`config.mk`:
```
export PLATFORM = sky130hd
export DESIGN_NAME = tcp_timer
export DESIGN_NICKNAME = d
export VERILOG_FILES = /design/src/hdl/tcp_pkg.sv /design/src/hdl/tcp_timer.sv
export SDC_FILE = /design/constraint.sdc
export NUM_CORES = 1
export LEC_CHECK = 0
export BUFFER_PORTS_ARGS = -buffer_cell sky130_fd_sc_hd__buf_2
export CAP_MARGIN = 10
export CORE_ASPECT_RATIO = 2
export CORE_MARGIN = 2
export CORE_UTILIZATION = 50
export CTS_BUF_LIST = sky130_fd_sc_hd__clkbuf_8
export DETAILED_ROUTE_END_ITERATION = 6
export GPL_TIMING_DRIVEN = 0
export HOLD_SLACK_MARGIN = 0.08
export PLACE_DENSITY_LB_ADDON = 0.08
export SLEW_MARGIN = 20
export SYNTH_ARGS = -nofsm -noshare
export SYNTH_HDL_FRONTEND = slang
export SYNTH_SLANG_ARGS = --single-unit
```
`constraint.sdc`:
```
create_clock -name clk_i -period 4 [get_ports clk_i]
set_input_delay 0.2 -clock clk_i [delete_from_list [all_inputs] [get_ports clk_i]]
set_output_delay 0.2 -clock clk_i [all_outputs]
set_load 0.01 [all_outputs]
```
`src/hdl/tcp_pkg.sv`:
```
// Purpose: constants for the 16-bit timer, clear-on-compare and fast PWM
// Assumes: one clock, registers on a 32-bit Avalon-MM slave
// Notes: every offset, field and code lives here, with the reset values of ctrl and the 16-bit registers
package tcp_pkg;
    // ------------------------------------------------------------
    // register byte offsets
    // ------------------------------------------------------------
    localparam logic [4:0] OFS_CTRL = 5'h00;
    localparam logic [4:0] OFS_COUNT = 5'h04;
    localparam logic [4:0] OFS_CMP_A = 5'h08;
    localparam logic [4:0] OFS_CMP_B = 5'h0C;
    localparam logic [4:0] OFS_CAPT = 5'h10;
    localparam logic [4:0] OFS_FLAGS = 5'h14;
    localparam logic [4:0] OFS_STAT = 5'h18;
    // ------------------------------------------------------------
    // control fields and flag bits
    // ------------------------------------------------------------
    localparam int CTRL_MODE_LSB = 0;
    localparam int CTRL_ACT_LSB = 4;
    localparam int CTRL_CS_LSB = 8;
    localparam int CTRL_DIR_LSB = 11;
    localparam int CTRL_WIDTH = 13;
    localparam int FLG_OVF = 0;
    localparam int FLG_CMP_LSB = 1;
    localparam int FLG_CAPT = 3;
    localparam int CHANNELS = 2;
    // ------------------------------------------------------------
    // waveform modes and output actions
    // ------------------------------------------------------------
    localparam logic [3:0] MODE_CTC_CMP = 4'h4;
    localparam logic [3:0] MODE_FPWM8 = 4'h5;
    localparam logic [3:0] MODE_FPWM9 = 4'h6;
    localparam logic [3:0] MODE_FPWM10 = 4'h7;
    localparam logic [3:0] MODE_CTC_CAPT = 4'hC;
    localparam logic [3:0] MODE_FPWM_CAPT = 4'hE;
    localparam logic [3:0] MODE_FPWM_CMP = 4'hF;
    localparam logic [1:0] ACT_NONE = 2'h0;
    localparam logic [1:0] ACT_TOGGLE = 2'h1;
    localparam logic [1:0] ACT_NONINV = 2'h2;
    localparam logic [1:0] ACT_INV = 2'h3;
    // ------------------------------------------------------------
    // counter limits
    // ------------------------------------------------------------
    localparam logic [15:0] TOP_8 = 16'h00FF;
    localparam logic [15:0] TOP_9 = 16'h01FF;
    localparam logic [15:0] TOP_10 = 16'h03FF;
    localparam logic [15:0] TOP_MAX = 16'hFFFF;
    localparam logic [15:0] BOTTOM = 16'h0000;
    // ------------------------------------------------------------
    // prescaler selects and division factors
    // ------------------------------------------------------------
    localparam logic [2:0] CS_STOP = 3'h0;
    localparam logic [2:0] CS_DIV1 = 3'h1;
    localparam logic [2:0] CS_DIV8 = 3'h2;
    localparam logic [2:0] CS_DIV64 = 3'h3;
    localparam logic [2:0] CS_DIV256 = 3'h4;
    localparam logic [2:0] CS_DIV1024 = 3'h5;
    localparam logic [10:0] DIV_1 = 11'h001;
    localparam logic [10:0] DIV_8 = 11'h008;
    localparam logic [10:0] DIV_64 = 11'h040;
    localparam logic [10:0] DIV_256 = 11'h100;
    localparam logic [10:0] DIV_1024 = 11'h400;
    // ------------------------------------------------------------
    // reset values
    // ------------------------------------------------------------
    localparam logic [CTRL_WIDTH-1:0] CTRL_RST = 13'h0000;
    localparam logic [15:0] VAL_RST = 16'h0000;
endpackage

```
`src/hdl/tcp_timer.sv`:
```
// Purpose: 16-bit timer with clear-on-compare and fast PWM, two channels
// Assumes: synchronous active-high reset, Avalon-MM slave, one wait state
// Notes: channel 0 is channel A; the pin shows its wave only when driven
`timescale 1ns/1ps
`default_nettype none

module tcp_timer (
    input wire logic clk_i,
    input wire logic rst_i,
    input wire logic [4:0] avs_address_i,
    input wire logic avs_read_i,
    input wire logic avs_write_i,
    input wire logic [31:0] avs_writedata_i,
    input wire logic [3:0] avs_byteenable_i,
    output logic [31:0] avs_readdata_o,
    output logic avs_waitrequest_o,
    output logic [1:0] wave_out_o,
    output logic [1:0] wave_oe_o
);

    // ------------------------------------------------------------
    // byte-lane merge for 16-bit registers
    // ------------------------------------------------------------
    function automatic logic [15:0] merge16(
        input logic [15:0] old_v,
        input logic [31:0] wd,
        input logic [3:0] be
    );
        merge16 = {be[1] ? wd[15:8] : old_v[15:8], be[0] ? wd[7:0] : old_v[7:0]};
    endfunction

    // ------------------------------------------------------------
    // state
    // ------------------------------------------------------------
    logic [tcp_pkg::CTRL_WIDTH-1:0] ctrl;
    logic [15:0] counter_value;
    logic [15:0] capture_value;
    logic [3:0] flags;
    logic [9:0] pre_cnt;
    logic blk;
    logic ack;
    logic [31:0] rdata;
    logic [15:0] cmp_act [0:1];
    logic [15:0] cmp_buf [0:1];

    // ------------------------------------------------------------
    // bus handshake: one wait state per access
    // ------------------------------------------------------------
    wire acc = avs_read_i | avs_write_i;
    wire wr_en = avs_write_i & ack;
    wire rd_go = avs_read_i & ~ack;
    assign avs_waitrequest_o = acc & ~ack;
    assign avs_readdata_o = rdata;

    // address decode
    wire sel_ctrl = avs_address_i == tcp_pkg::OFS_CTRL;
    wire sel_count = avs_address_i == tcp_pkg::OFS_COUNT;
    wire sel_cmp_a = avs_address_i == tcp_pkg::OFS_CMP_A;
    wire sel_cmp_b = avs_address_i == tcp_pkg::OFS_CMP_B;
    wire sel_capt = avs_address_i == tcp_pkg::OFS_CAPT;
    wire sel_flags = avs_address_i == tcp_pkg::OFS_FLAGS;
    wire sel_stat = avs_address_i == tcp_pkg::OFS_STAT;
    wire [1:0] sel_cmp = {sel_cmp_b, sel_cmp_a};

    wire wr_ctrl = wr_en & sel_ctrl;
    wire wr_count = wr_en & sel_count;
    wire wr_capt = wr_en & sel_capt;
    wire wr_flags = wr_en & sel_flags;

    // ------------------------------------------------------------
    // control fields
    // ------------------------------------------------------------
    wire [3:0] mode = ctrl[tcp_pkg::CTRL_MODE_LSB +: 4];
    wire [2:0] clk_sel = ctrl[tcp_pkg::CTRL_CS_LSB +: 3];
    wire [1:0] pin_dir = ctrl[tcp_pkg::CTRL_DIR_LSB +: 2];

    // mode classes
    wire fixed_top = (mode == tcp_pkg::MODE_FPWM8) | (mode == tcp_pkg::MODE_FPWM9) |
        (mode == tcp_pkg::MODE_FPWM10);
    wire capt_top = (mode == tcp_pkg::MODE_CTC_CAPT) | (mode == tcp_pkg::MODE_FPWM_CAPT);
    wire cmp_top = (mode == tcp_pkg::MODE_CTC_CMP) | (mode == tcp_pkg::MODE_FPWM_CMP);
    wire is_fpwm = fixed_top | (mode == tcp_pkg::MODE_FPWM_CAPT) |
        (mode == tcp_pkg::MODE_FPWM_CMP);
    wire var_top = capt_top | cmp_top;

    // top selection, other modes run the full range
    wire [15:0] top_val =
        (mode == tcp_pkg::MODE_FPWM8) ? tcp_pkg::TOP_8 :
        (mode == tcp_pkg::MODE_FPWM9) ? tcp_pkg::TOP_9 :
        (mode == tcp_pkg::MODE_FPWM10) ? tcp_pkg::TOP_10 :
        capt_top ? capture_value :
        cmp_top ? cmp_act[0] :
        tcp_pkg::TOP_MAX;

    // mask applied to compare writes under a fixed top
    wire [15:0] cmp_mask = fixed_top ? top_val : tcp_pkg::TOP_MAX;

    // ------------------------------------------------------------
    // prescaler: one tick every N clocks
    // ------------------------------------------------------------
    wire [10:0] div_n =
        (clk_sel == tcp_pkg::CS_DIV1) ? tcp_pkg::DIV_1 :
        (clk_sel == tcp_pkg::CS_DIV8) ? tcp_pkg::DIV_8 :
        (clk_sel == tcp_pkg::CS_DIV64) ? tcp_pkg::DIV_64 :
        (clk_sel == tcp_pkg::CS_DIV256) ? tcp_pkg::DIV_256 :
        tcp_pkg::DIV_1024;
    wire [10:0] div_lim_w = div_n - 11'h001;
    wire [9:0] div_lim = div_lim_w[9:0];
    wire run = (clk_sel != tcp_pkg::CS_STOP) & (clk_sel <= tcp_pkg::CS_DIV1024);
    wire tick = run & (pre_cnt == div_lim);
    wire [9:0] next_pre = (tick | ~run) ? 10'h000 : pre_cnt + 10'h001;

    // ------------------------------------------------------------
    // counter events
    // ------------------------------------------------------------
    // a blocked tick hides the top match of a variable top as well
    wire top_eq = (counter_value == top_val) & ~(blk & var_top);
    wire top_hit = tick & top_eq;
    wire at_max = counter_value == tcp_pkg::TOP_MAX;
    wire [15:0] cnt_inc = counter_value + 16'h0001;
    // missed top runs on to the maximum and wraps
    wire [15:0] next_cnt_tick = top_eq ? tcp_pkg::BOTTOM : cnt_inc;
    wire ovf_set = tick & (is_fpwm ? top_eq : at_max);
    wire capt_set = top_hit & capt_top;
    wire bottom_ev = top_hit & is_fpwm;
    wire buf_load = top_hit & is_fpwm;
    wire [15:0] next_cnt = wr_count ? merge16(counter_value, avs_writedata_i,
        avs_byteenable_i) : tick ? next_cnt_tick : counter_value;

    // ------------------------------------------------------------
    // per-channel compare and waveform
    // ------------------------------------------------------------
    wire [1:0] cmp_eq;
    wire [1:0] wave;

    genvar g;
    generate
        for (g = 0; g < tcp_pkg::CHANNELS; g = g + 1) begin : g_ch
            logic wave_q;
            wire [1:0] act = ctrl[tcp_pkg::CTRL_ACT_LSB + 2 * g +: 2];
            wire wr_cmp = wr_en & sel_cmp[g];
            wire [15:0] wval = merge16(cmp_buf[g], avs_writedata_i,
                avs_byteenable_i) & cmp_mask;
            // toggle in PWM only for channel A with compare A as top
            wire tog_ok = is_fpwm ? ((g == 0) & (mode == tcp_pkg::MODE_FPWM_CMP)) :
                (g == 0);
            assign cmp_eq[g] = tick & ~blk & (counter_value == cmp_act[g]);

            // next waveform state, bottom wins over match in PWM
            logic next_wave;
            always_comb begin
                next_wave = wave_q;
                case (act)
                    tcp_pkg::ACT_TOGGLE: begin
                        if (cmp_eq[g] & tog_ok) begin
                            next_wave = ~wave_q;
                        end
                    end
                    tcp_pkg::ACT_NONINV: begin
                        if (is_fpwm & bottom_ev) begin
                            next_wave = 1'b1;
                        end else if (cmp_eq[g]) begin
                            next_wave = 1'b0;
                        end
                    end
                    tcp_pkg::ACT_INV: begin
                        if (is_fpwm & bottom_ev) begin
                            next_wave = 1'b0;
                        end else if (cmp_eq[g]) begin
                            next_wave = 1'b1;
                        end
                    end
                    default: begin
                        next_wave = wave_q;
                    end
                endcase
            end

            // waveform state register
            always_ff @(posedge clk_i) begin
                if (rst_i) begin
                    wave_q <= 1'b0;
                end else begin
                    wave_q <= next_wave;
                end
            end

            // compare buffer and active value
            always_ff @(posedge clk_i) begin
                if (rst_i) begin
                    cmp_buf[g] <= tcp_pkg::VAL_RST;
                    cmp_act[g] <= tcp_pkg::VAL_RST;
                end else begin
                    if (wr_cmp) begin
                        cmp_buf[g] <= wval;
                    end
                    if (wr_cmp & ~is_fpwm) begin
                        cmp_act[g] <= wval;
                    end else if (buf_load) begin
                        cmp_act[g] <= cmp_buf[g];
                    end
                end
            end

            assign wave[g] = wave_q;
        end
    endgenerate

    // ------------------------------------------------------------
    // flags: set wins over a write-one clear
    // ------------------------------------------------------------
    wire [3:0] flag_set = {capt_set, cmp_eq[1], cmp_eq[0], ovf_set};
    wire [3:0] flag_clr = (wr_flags & avs_byteenable_i[0]) ? avs_writedata_i[3:0] : 4'h0;
    wire [3:0] next_flags = (flags & ~flag_clr) | flag_set;

    // ------------------------------------------------------------
    // read mux, unmapped reads return zero
    // ------------------------------------------------------------
    wire [31:0] rd_mux =
        sel_ctrl ? {19'h00000, ctrl} :
        sel_count ? {16'h0000, counter_value} :
        sel_cmp_a ? {16'h0000, cmp_buf[0]} :
        sel_cmp_b ? {16'h0000, cmp_buf[1]} :
        sel_capt ? {16'h0000, capture_value} :
        sel_flags ? {28'h0000000, flags} :
        sel_stat ? {30'h00000000, wave} :
        32'h00000000;

    // bus and control registers
    always_ff @(posedge clk_i) begin
        if (rst_i) begin
            ack <= 1'b0;
            rdata <= 32'h00000000;
            ctrl <= tcp_pkg::CTRL_RST;
        end else begin
            ack <= acc & ~ack;
            if (rd_go) begin
                rdata <= rd_mux;
            end
            if (wr_ctrl) begin
                ctrl <= {avs_byteenable_i[1] ? avs_writedata_i[12:8] :
                    ctrl[12:8], avs_byteenable_i[0] ? avs_writedata_i[7:0] : ctrl[7:0]};
            end
        end
    end

    // counter, prescaler, block marker and capture register
    always_ff @(posedge clk_i) begin
        if (rst_i) begin
            counter_value <= tcp_pkg::VAL_RST;
            pre_cnt <= 10'h000;
            blk <= 1'b0;
            capture_value <= tcp_pkg::VAL_RST;
        end else begin
            counter_value <= next_cnt;
            pre_cnt <= next_pre;
            if (wr_count) begin
                blk <= 1'b1;
            end else if (tick) begin
                blk <= 1'b0;
            end
            if (wr_capt) begin
                capture_value <= merge16(capture_value, avs_writedata_i,
                    avs_byteenable_i);
            end
        end
    end

    // flag register
    always_ff @(posedge clk_i) begin
        if (rst_i) begin
            flags <= 4'h0;
        end else begin
            flags <= next_flags;
        end
    end

    // ------------------------------------------------------------
    // pins: wave visible only when direction is output
    // ------------------------------------------------------------
    assign wave_out_o = wave & pin_dir;
    assign wave_oe_o = pin_dir;

endmodule

`default_nettype wire

```
==> out/qor.yml <==
critical_path:
  reg2reg_from: "ctrl[1]"
  worst_path_max_delay_cell: "o41ai_4"
  setup.worst_path.start_class: "flip-flop"
  crit_fanout: 16
  cp_cell_sequence: "clkbuf_1 > buf_2 > a211oi_1 > nor2_1 > o41ai_4 > nand2_1 > nor3_1 > a311o_2"
  end_kind: "flip-flop"
  crit_required_ps: 4100
  r2r_cells: 8
  crit_arrival_ps: 3840
  r2r_slack_ps: 260
  worstSetupPathType: "reg2reg"
  cpPeakStageDelay_ps: 690
  r2r-end: "cmp_act[0][3]"
global_route:
  grt_pass1_vias: 7899
  grt_use_total_pct: 35.01
  grt-ovfl-total: 0
  grt_pass1_wl_um: 48380
  grt_max_degree: 17
  grt_antenna_before_repair: 0
drt:
  vias_per_cell: 6.453
  drtPass1Iterations: 7
  drt_iter0_drc: 909
  ant_nets: 0
  remaining_drc_errors: 0
  vias: 8234
  finalWirelength_um: 32380
  routedWlPerCell_um: 25.37
synth:
  yosysTopAreaCellShare_pct: 22.17
  netlist_top_cells_area: "edfxtp_1 22%, dfxtp_1 18%, mux2i_1 4.7%"
  synth_area_per_cell_um2: 8.938
  synth-seq-area-share_pct: 40.41
  synth_area_um2: 8670
  yosys_register_bits: 143
  ys_types: 77
  yosys.area.top_type: "edfxtp_1"
  synthCells: 970
  synth_flop_cell: "dfxtp_1"
  ys_warn_count: 0
  synthArstFlopShare_pct: 0
  synth_edf_count: 64
power:
  pwr_density_cell_nw_per_um2: 313.5
  p_leak_nw: 3.538
  max-vdd-ir-drop_v: 0.0002291
  power_mw: 3.021
sta:
  tightest_slew_ps: 911.5
  timing.fmax_mhz: 267.5
  period_share_pct: 93.46
  fin_worst_skew_ps: 14.79
  report.final.setup_viol: 0
  finalCriticalPeriod_ps: 3739
  slew_violations: 0
  whs_ps: 91.11
  fin_ws_ps: 261.5
  rsz0062_at_grt: "false"
  slew-limit-headroom_pct: 39.01
  finalHoldViolCount: 0
finish:
  drive_gt1_share_pct: 12.57
  antennaDiodeCount: 0
  nNetsFinal: 1101
  layout_commonest_cell: "nor2_1"
  area_growth_syn_to_layout_pct: 11.14
  fin_util_pct: 56.34
  layout_common_cells: "89 x nor2_1, 79 x dfxtp_1, 73 x nand2_1, 64 x edfxtp_1, 63 x a21oi_1"
  fillers: 1647
floorplan:
  pin_count: 82
  die_w_um: 97.11
  fp.dieH_um: 190.2
  core-area_um2: 17100
  start_util_pct: 50.70
  std_cell_rows: 68
  fp.dieArea_um2: 18470
placement:
  dp_hpwl_um: 24820
  io_buffers: 45
  gp_congestion: 1.017
  place_ws_ps: -19.32
clock_network:
  cts_max_level: 4
  cts_made_buffers: 17
  cts_setup_buffers: 0
  cts_num_sinks: 143
  clk_latency_ps: 470
  clkTransAtPathRegs_ps: 80
  cts_tree: "yes"
  root_buffer: "clkbuf_8"
  clockBufferDepth: 2
worst_hold_path:
  holdPathStages: 3
  hold_class: "in2reg"
  hold_end: "ctrl[11]"
  hold_start: "avs_writedata_i[11]"
job:
  drv_cap: 0
outcome:
  status: "finished, final reports clean"
-- layer usage --
layer | wire [µm] | GRT usage [%] | share of wire (%) | vias up
li1 | - | - | - | 3742
met1 | 12040 | 40.66 | 37 | 3879
met2 | 15490 | 57.77 | 48 | 482
met3 | 2215 | 5.279 | 6.8 | 131
met4 | 2624 | 26.65 | 8.1 | 0
met5 | 0 | 0 | 0 | -
-- logic make-up after synthesis --
family	after synthesis	share of synthesized area [%]
flops	143	40.41
buf+inv	123	6.451
mux	45	5.253
fa+ha+maj	3	0.4330
compound gates	256	21.19
simple gates	348	21.07
other cells	1	0.04325
xor+xnor	51	5.152
-- final cells by class --
type | instances | area, µm² | share of cell area (%)
plain buffers | 99 | 469.2 | 4.869
clock buffers | 17 | 234.0 | 2.428
clock inverters | 15 | 145.1 | 1.506
inverters | 24 | 90.09 | 0.9349
multi-input cells | 719 | 4666 | 48.42
flip-flops and latches | 143 | 3503 | 36.36
well taps | 210 | 262.8 | 2.727
repair buffers | 49 | 265.3 | 2.753
-- through the flow --
step / cell area (µm²) / cells / setup TNS, ps
2_1_floorplan: 8726 / 985 / 0
3_3_place_gp: 9214 / 1240 / 0
3_5_place_dp: 9214 / 1240 / -288.7
4_1_cts: 9634 / 1276 / 0
5_1_grt: 9635 / 1276 / 0
6_report: 9635 / 1276 / 0
-- synthesized netlist by cell type, types with 8 or more instances --
cell       n
a211oi_1   8
a21oi_1   63
a221oi_1  14
a222oi_1  10
a22o_1    23
a22oi_1    9
a31oi_1   11
a32o_1     8
and2_1    11
and3_1    11
and3b_1    8
buf_1      9
buf_2     12
buf_4     20
clkbuf_1  57
dfxtp_1   79
edfxtp_1  64
inv_1     23
mux2i_1   41
nand2_1   73
nand2b_1  36
nand3_1   25
nand4_1   10
nor2_1    89
nor3_1    17
nor4_1    14
o21ai_0   33
or3_1     10
xnor2_1   17
xor2_1    34
-- worst max path at each step --
stage / startpoint / endpoint / depth (start not counted) / slack [ps]
floorplan: ctrl[0] / cmp_act[0][0] / 10 / 1060
global placement: ctrl[0] / cmp_act[0][5] / 10 / 50
detailed placement: ctrl[1] / cmp_act[0][3] / 8 / -20
CTS: ctrl[1] / cmp_act[1][2] / 8 / 200
global route: ctrl[0] / cmp_act[0][2] / 10 / 140
finish: ctrl[1] / cmp_act[0][3] / 8 / 260
-- report_power, final --
| part | internal, mW | leakage (nW) | switching (mW) |
|---|---|---|---|
| Clock | 0.548 | 0.181 | 0.602 |
| Sequential | 1.56 | 1.30 | 0.0320 |
| Combinational | 0.0906 | 2.06 | 0.189 |
-- timing repair --
action | 4_1_cts | 5_1_grt
resized for setup | 1 | 1
endpoints found under the hold margin | 4 | 0
setup endpoints to repair | 16 | 16
hold buffers | 4 | 0
-- registers in the layout (all words and copies together) (netlist names) --
signal,count
cmp_act,32
cmp_buf,32
avs_readdata_o,16
capture_value,16
counter_value,16
ctrl,13
pre_cnt,10
flags,4
g_ch.wave_q,2
ack,1
blk,1
-- worst max-delay path, delay by kind of cell (launching register included) --
family                 cells  cell delay, ps
buffers and inverters      2             600
AOI/OAI and AO/OA          3            1640
DFF                        1             400
and+or+nand+nor            3             710
Power figures use the tool's default switching activity.
